### src/acsc_defs.vh
// constants for the serial command and power control block of the converter
// Contract
// idle, chip select low: first one starts
// overlapped start only after result bit six
// only shutdown aborts an accepted conversion
// at most one conversion per 16 clocks; the code accepts an overlapped start bit 15 clocks after the last one
// host clocks 16 zeros when select tied
// reset: normal mode, ready, strobe low
// host waits reset interval before converting
// zeros out before the first conversion
// command byte msb first, fixed field layout
// polarity bit: 1 unipolar, 0 bipolar
// config bit: 1 single-ended, 0 pseudo-differential
// power field: 00 deep .. 11 normal
// low power only after conversion; full during
// shutdown overrides and halts conversion immediately
// serial input stays active when powered down
// after conversion hold programmed mode until next
// start bit forces full power at once
// host waits 2us after shutdown release
// host waits reference settle, internal reference
// host does dummy conversion from deep down
// host clock at most 4.8MHz in low modes
// conversion starts falling edge after bit eight
// strobe one period, then 12 bits msb first
// straight binary unipolar, twos complement bipolar
// channel codes map to inputs and pairs
`ifndef ACSC_DEFS_VH
`define ACSC_DEFS_VH
`define ACSC_CMD_BITS 8
`define ACSC_RES_BITS 12
`define ACSC_CONV_CLKS 16
`define ACSC_BIT_START 7
`define ACSC_BIT_SEL_HI 6
`define ACSC_BIT_SEL_LO 4
`define ACSC_BIT_POL 3
`define ACSC_BIT_CFG 2
`define ACSC_BIT_PM_HI 1
`define ACSC_BIT_PM_LO 0
`define ACSC_PM_DEEP 2'h0
`define ACSC_PM_QUICK 2'h1
`define ACSC_PM_REDUCED 2'h2
`define ACSC_PM_NORMAL 2'h3
`define ACSC_PM_RESET 2'h3
`define ACSC_B6_EDGE 4'h6
`endif

### src/acsc_ctrl.v
// serial command decode, conversion sequencing and power mode control
`timescale 1ns/10ps
`include "acsc_defs.vh"
module acsc_ctrl #(
   parameter CMD_BITS = `ACSC_CMD_BITS,
   parameter RES_BITS = `ACSC_RES_BITS
) (
   input wire clk_sys,
   input wire arst_n,
   input wire cs_n,
   input wire sclk,
   input wire din,
   input wire shutdown_n,
   input wire [11:0] sar_result,
   output reg dout,
   output wire dout_oe,
   output reg conversion_strobe,
   output wire strobe_oe,
   output wire [2:0] chan_sel,
   output wire polarity_select,
   output wire input_config_select,
   output wire [1:0] power_mode,
   output wire full_power,
   output wire sample_hold,
   output wire converting,
   output wire [3:0] pos_input,
   output wire [4:0] neg_input
);
   //////////////////////////////////////////////////////////////////////
   // synchronised pins
   wire cs_n_s; // chip select level
   wire sclk_s; // serial clock level
   wire din_s; // data level
   wire shutdown_n_n_s; // shutdown level
   acsc_sync u_cs (.clk_sys(clk_sys), .arst_n(arst_n), .d(cs_n), .q(cs_n_s));
   acsc_sync u_ck (.clk_sys(clk_sys), .arst_n(arst_n), .d(sclk), .q(sclk_s));
   acsc_sync u_di (.clk_sys(clk_sys), .arst_n(arst_n), .d(din), .q(din_s));
   acsc_sync u_sd (.clk_sys(clk_sys), .arst_n(arst_n), .d(shutdown_n), .q(shutdown_n_n_s));
   reg sclk_d1_q; // previous serial clock level
   always @(posedge clk_sys or negedge arst_n) begin
      if (!arst_n) sclk_d1_q <= 1'b0;
      else sclk_d1_q <= sclk_s;
   end
   wire rise = sclk_s & ~sclk_d1_q; // serial rising edge
   wire fall = ~sclk_s & sclk_d1_q; // serial falling edge
   wire active = ~cs_n_s; // select held low
   //////////////////////////////////////////////////////////////////////
   // state machine
   localparam ST_IDLE = 2'h0; // hunting for start bit
   localparam ST_CMD = 2'h1; // shifting the rest of the byte
   localparam ST_ARM = 2'h2; // waiting for falling edge after bit eight
   localparam ST_CONV = 2'h3; // strobe and result shifting
   reg [1:0] st_q;
   reg [2:0] cmd_cnt_q; // command bits still to come, less one
   reg [6:0] sh_q; // command shift register, bits 6..0
   reg [6:0] cmd_q; // latched byte below the start bit
   reg [4:0] conv_cnt_q; // falling edges since conversion start
   reg [11:0] res_q; // result shifter
   reg [1:0] pm_q; // mode entered between conversions
   reg done_once_q; // a conversion has completed
   reg [11:0] latched_q; // held sar answer
   // overlapped start window: after result bit six is out
   wire conv_open = (st_q == ST_CONV) && (conv_cnt_q > {1'b0, `ACSC_B6_EDGE});
   // wrap bits 6..0 into the latched command fields
   assign chan_sel = cmd_q[`ACSC_BIT_SEL_HI:`ACSC_BIT_SEL_LO];
   assign polarity_select = cmd_q[`ACSC_BIT_POL];
   assign input_config_select = cmd_q[`ACSC_BIT_CFG];
   assign power_mode = pm_q;
   // full power while busy, in normal mode, or once a start bit is seen
   assign converting = (st_q != ST_IDLE);
   assign full_power = shutdown_n_n_s & (converting | (pm_q == `ACSC_PM_NORMAL));
   assign sample_hold = (st_q == ST_CONV);
   assign dout_oe = active;
   assign strobe_oe = active;
   // channel map: one-hot positive, negative bit4 means common input
   // single-ended: codes 001,101,010,110 pick inputs 0..3 against common
   // pseudo-differential: pairs 0/1 and 2/3, the code picks the polarity
   // unused codes select nothing rather than a wrong input
   function [8:0] chan_map;
      input [2:0] sel;
      input sgl;
      begin
         chan_map = 9'h000;
         case (sel)
            3'h1: chan_map = sgl ? 9'h030 : 9'h022; // in0 + , in1 -
            3'h5: chan_map = sgl ? 9'h050 : 9'h041; // in1 + , in0 -
            3'h2: chan_map = sgl ? 9'h090 : 9'h088; // in2 + , in3 -
            3'h6: chan_map = sgl ? 9'h110 : 9'h104; // in3 + , in2 -
            default: chan_map = 9'h000;
         endcase
      end
   endfunction
   wire [8:0] map_w = chan_map(chan_sel, input_config_select);
   assign pos_input = map_w[8:5];
   assign neg_input = map_w[4:0];
   //////////////////////////////////////////////////////////////////////
   // main sequencing
   always @(posedge clk_sys or negedge arst_n) begin
      if (!arst_n) begin
         st_q <= ST_IDLE;
         cmd_cnt_q <= 3'h0;
         sh_q <= 7'h00;
         cmd_q <= 7'h00;
         conv_cnt_q <= 5'h00;
         res_q <= 12'h000;
         pm_q <= `ACSC_PM_RESET;
         done_once_q <= 1'b0;
         latched_q <= 12'h000;
         dout <= 1'b0;
         conversion_strobe <= 1'b0;
      end else if (!shutdown_n_n_s) begin
         // hardware shutdown halts everything at once
         st_q <= ST_IDLE;
         conversion_strobe <= 1'b0;
         cmd_cnt_q <= 3'h0;
      end else begin
         if (!active) conversion_strobe <= 1'b0; // low once select returns
         case (st_q)
            ST_IDLE: begin
               // serial input stays alive in every soft power mode
               if (active && rise && din_s) begin
                  st_q <= ST_CMD;
                  cmd_cnt_q <= 3'h6;
               end
            end
            ST_CMD: begin
               // select release is ignored once started
               if (rise) begin
                  sh_q <= {sh_q[5:0], din_s};
                  if (cmd_cnt_q == 3'h0) st_q <= ST_ARM;
                  else cmd_cnt_q <= cmd_cnt_q - 3'h1;
               end
            end
            ST_ARM: begin
               if (fall) begin
                  cmd_q <= sh_q;
                  latched_q <= sar_result;
                  conv_cnt_q <= 5'h00;
                  conversion_strobe <= 1'b1;
                  st_q <= ST_CONV;
               end
            end
            ST_CONV: begin
               if (rise && conv_cnt_q == 5'h00) begin
                  conversion_strobe <= 1'b0;
                  // msb leaves now, so the shifter keeps only the rest
                  res_q <= {latched_q[10:0], 1'b0};
               end
               if (fall) conv_cnt_q <= conv_cnt_q + 5'h01;
               if (rise && conv_open && din_s && active) begin
                  // overlapped start bit; old result keeps going out
                  st_q <= ST_CMD;
                  cmd_cnt_q <= 3'h6;
                  done_once_q <= 1'b1;
                  pm_q <= cmd_q[`ACSC_BIT_PM_HI:`ACSC_BIT_PM_LO];
               end else if (fall && conv_cnt_q == 5'd`ACSC_CONV_CLKS - 5'd3) begin
                  st_q <= ST_IDLE;
                  done_once_q <= 1'b1;
                  pm_q <= cmd_q[`ACSC_BIT_PM_HI:`ACSC_BIT_PM_LO];
               end
            end
            default: st_q <= ST_IDLE;
         endcase
         // result shifts out msb first on rising edges
         if (rise && (st_q == ST_CONV || st_q == ST_CMD || st_q == ST_ARM)) begin
            if (st_q == ST_CONV && conv_cnt_q == 5'h00) dout <= latched_q[11];
            else begin
               dout <= res_q[11];
               res_q <= {res_q[10:0], 1'b0};
            end
         end else if (rise && !done_once_q && st_q == ST_IDLE) begin
            dout <= 1'b0;
         end
      end
   end
endmodule // acsc_ctrl

### src/acsc_sync.v
// two-flop synchroniser for one level
`timescale 1ns/10ps
module acsc_sync (
   input wire clk_sys,
   input wire arst_n,
   input wire d,
   output wire q
);
   reg meta_q; // first stage, read only by second
   reg sync_q; // second stage
   //////////////////////////////////////////////////////////////////////
   // plain two stage shift
   always @(posedge clk_sys or negedge arst_n) begin
      if (!arst_n) begin
         meta_q <= 1'b0;
         sync_q <= 1'b0;
      end else begin
         meta_q <= d;
         sync_q <= meta_q;
      end
   end
   assign q = sync_q;
endmodule // acsc_sync
### config.mk
export PLATFORM = sky130hd
export DESIGN_NAME = acsc_ctrl
export DESIGN_NICKNAME = d
export VERILOG_FILES = /design/src/acsc_ctrl.v /design/src/acsc_sync.v
export VERILOG_INCLUDE_DIRS = /design/src
export SDC_FILE = /design/constraint.sdc
export NUM_CORES = 1
export LEC_CHECK = 0
export BUFFER_PORTS_ARGS = -buffer_cell sky130_fd_sc_hd__buf_2
export CORE_AREA = 2 2 95 97
export DETAILED_ROUTE_END_ITERATION = 10
export DIE_AREA = 0 0 97 99
export GPL_TIMING_DRIVEN = 0
export PLACE_DENSITY_LB_ADDON = 0.08
export SLEW_MARGIN = 25
export SYNTH_ARGS = -nofsm -noshare
export SYNTH_HDL_FRONTEND = slang
export SYNTH_SLANG_ARGS = --single-unit
### constraint.sdc
create_clock -name clk_sys -period 1.5 [get_ports clk_sys]
set_input_delay 0 -clock clk_sys [delete_from_list [all_inputs] [get_ports clk_sys]]
set_output_delay 0 -clock clk_sys [all_outputs]
set_load 0.02 [all_outputs]
After elaboration in Yosys (flattened, before gate mapping):

Index checks and enable logic that the tools add are counted.
W data, S select, Z words.

* magnitude comparators: 1
* reduce and logical (&&, ||, !) cells: 29
* add/subtract/negate cells: 2
* equality and inequality tests: 19
* bitwise logic cells: 7
* muxes and demuxes: 38

Operator list (count)
* $mux W12: 4
* $pmux W9 S4: 1
* $mux W5: 6
* $mux W2: 9
* $ne A3 B3 Y1 const B: 6
* $mux W3: 5
* $logic_and A1 B1 Y1: 12
* $pmux W5 S2: 1
* $reduce_and A5 Y1: 2
* $mux W1: 9
* $pmux W3 S3: 1
* $reduce_and A3 Y1: 3
* $ne A4 B4 Y1 const B: 2
* $pmux W2 S4: 1
* $reduce_bool A2 Y1: 4
* $eq A2 B2 Y1 const B: 3
* $eq A3 B3 Y1 const B: 2
* $add A5 B1 Y5 const B: 1
* $eq A5 B4 Y1 const B: 1
* $gt A5 B3 Y1 const B: 1
* $logic_not A5 Y1: 1
* $reduce_and A4 Y1: 1
* $and A1 B1 Y1: 3
* $eq A3 B1 Y1 const B: 1
* 13 further kinds: 16

* word-level logic and storage cells: 116
* output and inout port bits: 23
* input bits: 18
* register bits: 62

Depth between registers and ports, before layout:

Gate-level depths: netlist (run 1).

* depth in word-level cells: 8
* gate-level depth with buffers: 7
* depth with buffers taken out: 7

Cells and area by module:

A second synthesis (run 1) with hierarchy kept.

* cells, all modules: 244
* area, all modules: 2803.9 µm²

By module, submodules not included
* acsc_ctrl: instances 1, area each 2603.7 µm², cells each 236, sequential area each 1353.8 µm²
* acsc_sync: instances 4, area each 50.0 µm², cells each 2, sequential area each 50.0 µm²

Least setup slack after synthesis (run 1):

No wires, ideal clock.

* path kind: register -> register
* from: register st_q[1]
* to: register cmd_cnt_q[2]
* stages on the path, launching flop included: 7
* setup time: 0.123 ns
* arrival time: 1.571 ns
* path buffers: 1
* required time: 1.377 ns
* period minus slack after synthesis: 1.694 ns
* path slack: -0.194 ns
* cells stage by stage: dfrtp_1 -> ha_1 -> buf_2 -> inv_1 -> o2111ai_2 -> a21oi_1 -> o221a_1

* cells in the longest elaborated chain, start to end: 7
* elaborated cells on any way between the ends: 15
* those cells by class: 7 x eq/ne; 2 x mux; 6 x reduce/logical

RTL lines
* start, declared: RTL line acsc_ctrl.v:53 `reg [1:0] st_q;`
* start signal, assigned: RTL line acsc_ctrl.v:100 `st_q <= ST_IDLE;`
* start signal, assigned: RTL line acsc_ctrl.v:113 `st_q <= ST_IDLE;`
* start signal, assigned: RTL line acsc_ctrl.v:122 `st_q <= ST_CMD;`
* $eq A2 B2 Y1 *
* named net sample_hold: RTL line acsc_ctrl.v:24 `output wire sample_hold,`
* $logic_and A1 B1 Y1: RTL line acsc_ctrl.v:63 `` wire conv_open = (st_q == ST_CONV) && (conv_cnt_q > {1'b0, `ACSC_B6_EDGE}); ``
* $logic_and A1 B1 Y1 (3 in a row): RTL line acsc_ctrl.v:150 `if (rise && conv_open && din_s && active) begin`
* $ne A3 B3 Y1 (no source line)
* $reduce_and A5 Y1 (no source line)
* end signal, assigned: RTL line acsc_ctrl.v:131 `else cmd_cnt_q <= cmd_cnt_q - 3'h1;`
* end, declared: RTL line acsc_ctrl.v:54 `reg [2:0] cmd_cnt_q;`

Mark *: on every way through the listed nets, which the timed path passes. The rest lies on a longest branch.
A chain may end at the register's enable or synchronous reset.

Final worst setup path (run 1):

* from: register conv_cnt_q[0]
* to: register pm_q[0], in the netlist power_mode[0]

* cells in the longest elaborated chain, start to end: 7
* elaborated cells on any way between the ends: 10
* those cells by class: 1 x order compare; 1 x eq/ne; 1 x mux; 7 x reduce/logical

RTL lines
* start, declared: RTL line acsc_ctrl.v:57 `reg [4:0] conv_cnt_q;`
* start signal, assigned: RTL line acsc_ctrl.v:149 `if (fall) conv_cnt_q <= conv_cnt_q + 5'h01;`
* $gt A5 B3 Y1: RTL line acsc_ctrl.v:63
* $logic_and A1 B1 Y1: RTL line acsc_ctrl.v:63
* $logic_and A1 B1 Y1 (3 in a row): RTL line acsc_ctrl.v:150
* $reduce_bool A2 Y1 (no source line)
* $reduce_and A3 Y1 (no source line)
* end signal, assigned: RTL line acsc_ctrl.v:106 `` pm_q <= `ACSC_PM_RESET; ``
* end signal, assigned: RTL line acsc_ctrl.v:155 `` pm_q <= cmd_q[`ACSC_BIT_PM_HI:`ACSC_BIT_PM_LO]; ``
* end signal, assigned: RTL line acsc_ctrl.v:159 `` pm_q <= cmd_q[`ACSC_BIT_PM_HI:`ACSC_BIT_PM_LO]; ``
* end, declared: RTL line acsc_ctrl.v:59 `reg [1:0] pm_q;`

Parallel ways exist; a longest one is shown, timed or not.

==> metrics, run 1 <==
DRC violations left 0; die area around 0.0096 sq mm; run status finished, violations left; vias per inst 4.77; area fraction of the dominant cell type after synthesis 51.2%; P_leak approximately 1.9 nW; number of max-cap violations 0; Starting Density 34.3%; Final #Nets 356; Critical R2R Launch conv_cnt_q[0]; Place WS -0.290 ns; IO Pins 41; flop-to-flop setup slack -0.19 ns; layout cell share with drive strength beyond 1 41.6%; row cnt 34; relative slew slack 82.1%; CTS Root Cell clkbuf_8; routed wire length 6100 microns; Tightest Pin Transition 0.268 ns; Period minus WS final 1.69 ns; Final WS setup -0.189 ns; Non-Filler Cell Area, Final ~0.004 sq mm; RSZ-0062 raised after global routing yes; H-tree lvl count 3; clock-pin slew on the worst setup and hold paths 0.07 ns; Reg2Reg Depth 7; crit end category register; DIE HEIGHT 99 microns; hold crit path type input pin to asynchronous set/reset pin; Setup TNS -1.92 ns; area grow syn2layout 35.2%; antenna violations before repair 0; Slew Viols, Final 0; Synth Area per Inst 11.8 sq um; worst-case vdd ir drop approximately 0.57 mV; Buffers on Ports 40; Antenna Nets Post-Route 0; routability congestion estimate 0.710; failing checks negative setup slack; Crit Path Max Fanout 3; Pwr per Cell Area 1380 mW/mm^2; DP HPWL roughly 4000 microns; GRT Util Overall 13.6%; area leader, netlist dfrtp_1; Hold Fails Final Rpt 0; commonest non-fill, non-tap cell in the layout dfrtp_1; DR iter-0 viols 70; CTS tree built; Netlist Area Pre-Place 0.00293 sq mm; final clock skew 0.0101 ns; first-pass GRT wire length 10500 microns; total power 0.00547 W; routed via count 2100; reg2reg end power_mode[0]; Mapped Cells ~250; CTS sink cnt 62; Core Area 0.00855 sq mm; hold_ws 0.0768 ns; most frequent cells in the layout dfrtp_1 (56), buf_2 (39), nor2_1 (21), a21oi_1 (18), dlygate4sd3_1 (17); critical path class register to register; antenna diode count 0; Required @ worst endpoint 1.76 ns; fin crit share 113%; top cells by area, synth dfrtp_1 (51%), mux2_4 (5.1%), mux2_2 (5.0%); Post-DP Area 0.00331 sq mm; DR pass1 iterations 4; clk buf depth 2; total CTS buffers 9; vias in the first global route 2197; Overflow after GRT 0; Startpoint Class register; largest net degree at the start of global routing 45; synth warn 0; wire per inst 13.9 microns; post-synth cell types 47; Seq/Total Area, Yosys between 50% and 60%; worst skew pair latency 0.34 ns; die width about 97 microns; syn_nets 278; Seq cells post-synth a little over 60; Peak Freq just under 600 MHz; Critical Path AT 1.95 ns; Setup Viol. Count Final 20
[stage by stage]
stage                     std cells  utilization [%]
after CTS                       435             45.0
after global placement          397             38.4
after floorplan                 249                -
final                           440             46.3
after detailed placement        398             38.7
after global routing            440             46.3
[state kept, by name, indices dropped and copies added, names as in the netlist, 2 cells and up]
signal      count
power_mode      2
conv_cnt_q      5
st_q            2
cmd_q           7
sh_q            7
res_q          12
latched_q      12
cmd_cnt_q       3
[routing by layer]
layer	share of wire [%]	vias to the layer above	GRT usage, %
met5	0	-	0
met4	2.0	0	6.50
met3	3.5	11	2.70
met2	47	42	21.7
met1	48	1017	17.9
li1	-	1030	-
[cells in the mapped netlist (all sizes together)]
cell	n
a211o	1
a211oi	1
a21boi	1
a21oi	24
a22o	3
a32o	1
and3	3
buf	8
clkbuf	3
dfrtp	60
dfstp	2
ha	11
inv	16
mux2	28
mux2i	2
nand2	12
nand2b	5
nand3	4
nand3b	2
nand4b	2
nand4bb	1
nor2	25
nor2b	4
nor3	4
o2111ai	1
o211ai	2
o21ai	6
o221a	1
o22ai	11
o31ai	1
o32ai	1
or2	1
or3	2
[where the power goes]
| group | switching [W] | internal [W] |
|---|---|---|
| logic | 0.000687 | 0.000633 |
| registers | 0.000202 | 0.00199 |
| clock network | 0.000645 | 0.00131 |
[worst max path at each step]
stage                              from       endpoint  slack [ns]  depth (start not counted)
after CTS                       st_q[1]   cmd_cnt_q[2]       -0.19                          6
after global placement    conv_cnt_q[0]  power_mode[0]       -0.28                          7
after floorplan                 st_q[1]   cmd_cnt_q[2]       -0.11                          6
after global routing      conv_cnt_q[0]   cmd_cnt_q[2]       -0.27                          8
final                     conv_cnt_q[0]  power_mode[0]       -0.19                          7
after detailed placement  conv_cnt_q[0]  power_mode[1]       -0.29                          7
[critical path, stage by stage, from the launching register on]
cell and delay, ns:
dfrtp_1 0.37, inv_2 0.06, ha_2 0.16, nand3b_1 0.19
a21oi_4 0.20, nor2_2 0.08, nor3_4 0.20, mux2_1 0.34
[cells by family (layout without fill, tap and decap cells)]
logic type	Yosys count	count (layout)	synth area share [%]
mux	30	30	12.7
compound gates	54	54	12.0
fa+ha+maj	11	11	4.70
buf+inv	27	109	4.44
simple gates	65	66	13.1
flops	62	62	53.0
[cell type report]
| type | count | area (sq um) |
|---|---|---|
| fill | 789 | 4590 |
| sequential | 62 | 1560 |
| multi-input combinational | 161 | 1370 |
| timing repair buffer | 68 | 495 |
| clock buffer | 10 | 138 |
| tap | 108 | 135 |
| clock inverter | 6 | 133 |
| buffer | 9 | 65.1 |
| inverter | 16 | 62.6 |
[timing repair]
item / CTS / global route
resized for setup: 15 / 21
setup endpoints to repair: 51 / 54
buffers inserted: 5 / 5
hold buffers: 17 / 0
gates cloned: 0 / 1
pin swaps: 4 / 10
hold endpoints to repair: 76 / 0
Power figures use the tool's default switching activity.
==> run 2, diff against run 1 <==
Settings changed: PLACE_DENSITY set to 0.59, PLACE_DENSITY_LB_ADDON 0.08 to unset.
==> run 2 against run 1 <==
- the run still ends with negative setup slack left
- maximum frequency down 0.44%
- register-to-register slack about the same
- first-iteration DRC count up 24%
- sequential share of layout area up 0.41 points
- critical path depth unchanged
- utilization down 0.51 points
- worst hold slack better by 0.20 ns
- via count up 0.57%
- count of clock-buffer cells in the layout up 2
- critical endpoint is now st_q[0]
==> metrics, run 2 (synthesis results as in run 1) <==
critical path class register to register (unchanged); total CTS buffers 9 (unchanged); Hold Fails Final Rpt 0 (unchanged); vias per inst 4.78 (was 4.77); DR iter-0 viols 87 (was 70); clock-pin slew on the worst setup and hold paths 0.06 ns (was 0.07 ns); antenna diode count 0 (unchanged); relative slew slack 49.1% (was 82.1%); DIE HEIGHT 99 microns (unchanged); DRC violations left 0 (unchanged); H-tree lvl count 3 (unchanged); die width 97 microns (unchanged); largest net degree at the start of global routing 63 (was 45); top flop regs latched_q x12, res_q x12 (unchanged); vias in the first global route 2094 (was 2197); Final WS setup -0.197 ns (was -0.189 ns); crit end category register (unchanged); Non-Filler Cell Area, Final 0.00392 sq mm (was 0.00396 sq mm); Pwr per Cell Area 1260 mW/mm^2 (was 1380 mW/mm^2); CTS tree built (unchanged); routed via count 2112 (was 2100); Startpoint Class register (unchanged); worst skew pair latency 0.33 ns (was 0.34 ns); Peak Freq 589 MHz (was 592 MHz); run status finished, violations left (unchanged); antenna violations before repair 0 (unchanged); fin crit share 113% (about the same); CTS Root Cell clkbuf_8 (unchanged); IO Pins 41 (unchanged); most frequent cells in the layout dfrtp_1 (57), buf_2 (38), nor2_1 (21), a21oi_1 (19) (was dfrtp_1 (56), buf_2 (39), nor2_1 (21), a21oi_1 (18), dlygate4sd3_1 (17)); worst-case vdd ir drop 0.782 mV (was 0.568 mV); number of max-cap violations 0 (unchanged); Critical R2R Launch conv_cnt_q[1] (was conv_cnt_q[0]); Antenna Nets Post-Route 0 (unchanged); hold_ws 0.272 ns (was 0.0768 ns); Starting Density 34.3% (unchanged); Post-DP Area 0.00328 sq mm (was 0.00331 sq mm); commonest non-fill, non-tap cell in the layout dfrtp_1 (unchanged); Required @ worst endpoint 1.75 ns (was 1.76 ns); CTS sink cnt 62 (unchanged); Critical Path AT 1.95 ns (about the same); wire per inst 13.1 microns (was 13.9 microns); Slew Viols, Final 0 (unchanged); Period minus WS final 1.70 ns (was 1.69 ns); failing checks negative setup slack (unchanged); hold crit path type input pin to asynchronous set/reset pin (unchanged); Critical Path Start conv_cnt_q[1] (was conv_cnt_q[0]); first-pass GRT wire length 9670 microns (was 10500 microns); routed wire length 5810 microns (was 6100 microns); Core Area 0.00855 sq mm (unchanged); Layout Cells excl Fill 442 (was 440); Crit Path Max Fanout 3 (unchanged); area grow syn2layout 33.7% (was 35.2%); DR pass1 iterations 4 (unchanged); Inst Count DP 397 (was 398); Setup Viol. Count Final 14 (was 20); die area 0.00960 sq mm (unchanged); Buffers on Ports 40 (unchanged); layout cell share with drive strength beyond 1 41.6% (about the same); Overflow after GRT 0 (unchanged); routability congestion estimate 0.784 (was 0.710); Tightest Pin Transition 0.764 ns (was 0.268 ns); Final #Nets 358 (was 356); total power 0.00495 W (was 0.00547 W); RSZ-0062 raised after global routing yes (unchanged); row cnt 34 (unchanged); GRT Util Overall 12.7% (was 13.6%); P_leak 1.85 nW (was 1.87 nW); clk buf depth 2 (unchanged); DP HPWL 3800 microns (was 4020 microns); final clock skew 0.00741 ns (was 0.0101 ns); FILL cells 792 (was 789)
run 2: cell types whose count changed in the layout (fill, tap and decap cells not counted), moves of 2 or more:
cell / delta
o21ai_0: +2
bufinv_16: -3
a21oi_2: -2
buf_6: +3
buf_4: +2
clkbuf_1: +3
o21ai_1: -2
run 2: cell type report:
type                            count  area, sq um  share of cell area [%]
Tap cell                          108          135                    3.45
Clock inverter                      4         47.5                    1.21
Inverter                           16         62.6                    1.60
Multi-Input combinational cell    160         1400                    35.6
Buffer                              9         78.8                    2.01
Timing Repair Buffer               71          504                    12.9
Clock buffer                       12          135                    3.45
Sequential cell                    62         1560                    39.8
run 2: stage by stage:
stage | util [%] | worst slack, ns | TNS (ns)
2_1_floorplan | - | -0.112 | -0.495
3_3_place_gp | 38.4 | -0.252 | -6.08
3_5_place_dp | 38.4 | -0.269 | -7.04
4_1_cts | 44.7 | -0.207 | -2.00
5_1_grt | 45.8 | -0.307 | -3.15
6_report | 45.8 | -0.197 | -1.10
run 2: path summary, 6_finish.rpt:
check                                end  slack (ns)  depth (start not counted)
setup / recovery                 st_q[0]       -0.20                          7
hold / removal             conv_cnt_q[3]        0.27                          2
setup reg to reg                 st_q[0]       -0.20                          7
hold reg to reg                   u_cs.q        0.35                          0
max in group asynchronous         u_ck.q        0.66                          2
min in group clk_sys         u_cs.meta_q        0.31                          2
run 2: metal layers:
metal / vias up / track usage (%) / wire length (microns)
li1: 1033 / - / -
met2: 50 / 18.7 / 2570
met3: 13 / 2.98 / 235
met5: - / 0 / 0
met1: 1016 / 17.2 / 2850
met4: 0 / 7.15 / 153
run 2: power breakdown:
group | total, W | switching, W | internal (W) | leakage (nW)
sequential | 0.00222 | 0.000224 | 0.00199 | 0.784
combinational | 0.00137 | 0.000684 | 0.000684 | 0.975
clock | 0.00137 | 0.000605 | 0.000763 | 0.0904
total | 0.00495 | 0.00151 | 0.00344 | 1.85
run 2: worst max-delay path, stage by stage, from the launching register on:
cell      delay [ns]
dfrtp_1         0.40
ha_2            0.19
nand3b_1        0.21
a21oi_4         0.20
buf_4           0.13
nand3_1         0.06
a211o_1         0.30
a21oi_1         0.14
run 2: timing repair:
item / 4_1_cts / 5_1_grt
hold buffers: 17 / 0
setup endpoints to repair: 44 / 43
gates resized for setup: 27 / 20
gates cloned: 0 / 2
hold endpoints to repair: 76 / 0
buffers inserted: 8 / 4
pin swaps: 8 / 8
==> run 3, diff against run 2 <==
Settings changed: BUFFER_PORTS_ARGS -buffer_cell sky130_fd_sc_hd__buf_2 to unset, DONT_BUFFER_PORTS set to 1, PLACE_DENSITY 0.59 to 0.55.
==> run 3 against run 2 <==
- the run still ends with negative setup slack left
- global-route usage up 0.080 points
- worst hold slack worse by 0.094 ns
- non-clock buffer count down 28
- utilization down 0.56 points
- cell count down 6.6%
- register-to-register slack about the same
- cell area down 1.2%
- power up 2.2%
- die area unchanged
- critical path type unchanged
==> metrics, run 3 (synthesis results as in run 1) <==
run status finished, violations left (unchanged); Core Area 0.00855 sq mm (unchanged); critical path class register to register (unchanged); final clock skew 0.00687 ns (was 0.00741 ns); CP Cell Sequence inv_2 > ha_2 > nand3b_1 > a21oi_4 > buf_6 > o2111ai_4 > nand3b_1 > a21oi_2 (was ha_2 > nand3b_1 > a21oi_4 > buf_4 > nand3_1 > a211o_1 > a21oi_1); DR iter-0 viols 101 (was 87); Tightest Pin Transition 0.530 ns (was 0.764 ns); H-tree lvl count 3 (unchanged); vias per inst 4.91 (was 4.78); combinational power share 28.1% (was 27.6%); Multi-input gate area 0.00139 sq mm (was 0.00140 sq mm); CTS sink cnt 62 (unchanged); Crit Path Max Fanout 5 (was 3); commonest non-fill, non-tap cell in the layout dfrtp_1 (unchanged); worst-case vdd ir drop 0.899 mV (was 0.782 mV); Starting Density 34.3% (unchanged); wire per inst 14.6 microns (was 13.1 microns); largest net degree at the start of global routing 63 (unchanged); die area 0.00960 sq mm (unchanged); GRT Util Overall 12.8% (was 12.7%); most frequent cells in the layout dfrtp_1 (57), buf_4 (22), nor2_1 (21), a21oi_1 (19), dlygate4sd3_1 (17) (was dfrtp_1 (57), buf_2 (38), nor2_1 (21), a21oi_1 (19)); Antenna Nets Post-Route 0 (unchanged); Final #Nets 330 (was 358); failing checks negative setup slack (unchanged); CP peak stage delay 0.37 ns (was 0.40 ns); RSZ-0062 raised after global routing yes (unchanged); Setup Viol. Count Final 21 (was 14); Slew Viols, Final 0 (unchanged); Required @ worst endpoint 1.76 ns (was 1.75 ns); row cnt 34 (unchanged); first-pass GRT wire length 9780 microns (was 9670 microns); Period minus WS final 1.69 ns (was 1.70 ns); DR pass1 iterations 4 (unchanged); Pint 0.00351 W (was 0.00344 W); Critical R2R Launch conv_cnt_q[0] (was conv_cnt_q[1]); CP delay by family, top compound AO/OA/AOI/OAI gates (unchanged); worst path bufs/invs 2 (was 1); Critical Path AT 1.95 ns (about the same); Startpoint Class register (unchanged); crit end category register (unchanged); DRC violations left 0 (unchanged); Non-Filler Cell Area, Final 0.00387 sq mm (was 0.00392 sq mm); worst skew pair latency 0.34 ns (was 0.33 ns); CTS tree built (unchanged); P_leak 1.74 nW (was 1.85 nW); routability congestion estimate 0.745 (was 0.784); Hold Fails Final Rpt 0 (unchanged); FILL cells 772 (was 792); IO Pins 41 (unchanged); DP HPWL 3730 microns (was 3800 microns); Post-DP Area 0.00308 sq mm (was 0.00328 sq mm); Pwr per Cell Area 1310 mW/mm^2 (was 1260 mW/mm^2); layout cell share with drive strength beyond 1 36.7% (was 41.6%); most used cell, CP nand3b_1; DIE HEIGHT 99 microns (unchanged); power share of the sequential group 43.8% (was 44.8%); Critical Path Start conv_cnt_q[0] (was conv_cnt_q[1]); fin crit share 113% (about the same); routed wire length 6020 microns (was 5810 microns); clock share of power 28.1% (was 27.6%); total CTS buffers 9 (unchanged); vias in the first global route 2000 (was 2094); switching pwr 0.00155 W (was 0.00151 W); Overflow after GRT 0 (unchanged); hold crit path type input pin to asynchronous set/reset pin (unchanged); clock-pin slew on the worst setup and hold paths 0.07 ns (was 0.06 ns); clk buf depth 2 (unchanged); CTS Root Cell clkbuf_8 (unchanged); relative slew slack 64.8% (was 49.1%); flip-flop and latch area 0.00156 sq mm (unchanged); number of max-cap violations 0 (unchanged); die width 97 microns (unchanged); Net Sw Frac 30.7% (was 30.6%); Setup TNS -1.46 ns (was -1.10 ns); antenna diode count 0 (unchanged); Peak Freq 592 MHz (was 589 MHz); area grow syn2layout 32.1% (was 33.7%); Buffers on Ports 0 (was 40); top flop regs latched_q x12, res_q x12 (unchanged); antenna violations before repair 0 (unchanged); Final WS setup -0.188 ns (was -0.197 ns); CP max-delay cell dfrtp_1 (unchanged); routed via count 2029 (was 2112)
run 3: cell types whose count changed in the layout (fill, tap and decap cells not counted), sizes merged:
cell,before,now
buf,61,33
clkbuf,14,13
clkinvlp,1,2
inv,16,15
run 3: final cells by class:
| class | instances | area share, % |
|---|---|---|
| Buffer | 10 | 2.59 |
| Multi-Input combinational cell | 160 | 35.9 |
| Sequential cell | 62 | 40.3 |
| Timing Repair Buffer | 42 | 11.2 |
| Tap cell | 108 | 3.49 |
| Clock buffer | 11 | 3.65 |
| Inverter | 16 | 1.78 |
| Clock inverter | 4 | 1.23 |
run 3: metrics by stage:
| stage | util [%] | hold slack, ns | cells | power (W) | setup WS [ns] |
|---|---|---|---|---|---|
| floorplan | - | -0.296 | 249 | 0.00301 | -0.112 |
| global placement | 36.0 | -0.293 | 357 | 0.00320 | -0.327 |
| detailed placement | 36.0 | -0.294 | 357 | 0.00323 | -0.339 |
| CTS | 42.7 | 0.193 | 400 | 0.00493 | -0.206 |
| global route | 45.3 | 0.198 | 413 | 0.00540 | -0.298 |
| finish | 45.3 | 0.178 | 413 | 0.00506 | -0.188 |
run 3: what timing repair did:
| action | 4_1_cts | 5_1_grt |
|---|---|---|
| hold buffers | 18 | 0 |
| endpoints found under the hold margin | 78 | 0 |
| pin swaps | 4 | 8 |
| setup endpoints to repair | 54 | 46 |
| resized for setup | 26 | 25 |
| buffers inserted | 11 | 11 |
| cloned | 0 | 2 |
run 3: final timing paths:
kind / endpoint / slack, ns / cells past startpoint
worst max register to register: cmd_cnt_q[0] / -0.19 / 8
worst min-delay path: conv_cnt_q[2] / 0.18 / 2
max in group asynchronous: st_q[0] / 1.01 / 2
worst max-delay path: cmd_cnt_q[0] / -0.19 / 8
min in group clk_sys: u_sd.meta_q / 0.22 / 1
worst min register to register: u_sd.q / 0.35 / 0
run 3: power groups by stage:
stage	logic, W	clock network, W	registers, W
6_report	0.00142	0.00142	0.00222
5_1_grt	0.00159	0.00155	0.00226
4_1_cts	0.00126	0.00147	0.00221
3_5_place_dp	0.00100	0	0.00223
3_3_place_gp	0.000977	0	0.00223
2_1_floorplan	0.000839	0	0.00217
run 3: layer usage:
layer,up-vias,global-route usage (%),part of all wire (%)
met5,-,0,0
met4,0,5.85,1.8
met3,10,3.33,4.5
met2,45,18.7,45
met1,991,17.8,49
li1,983,-,-
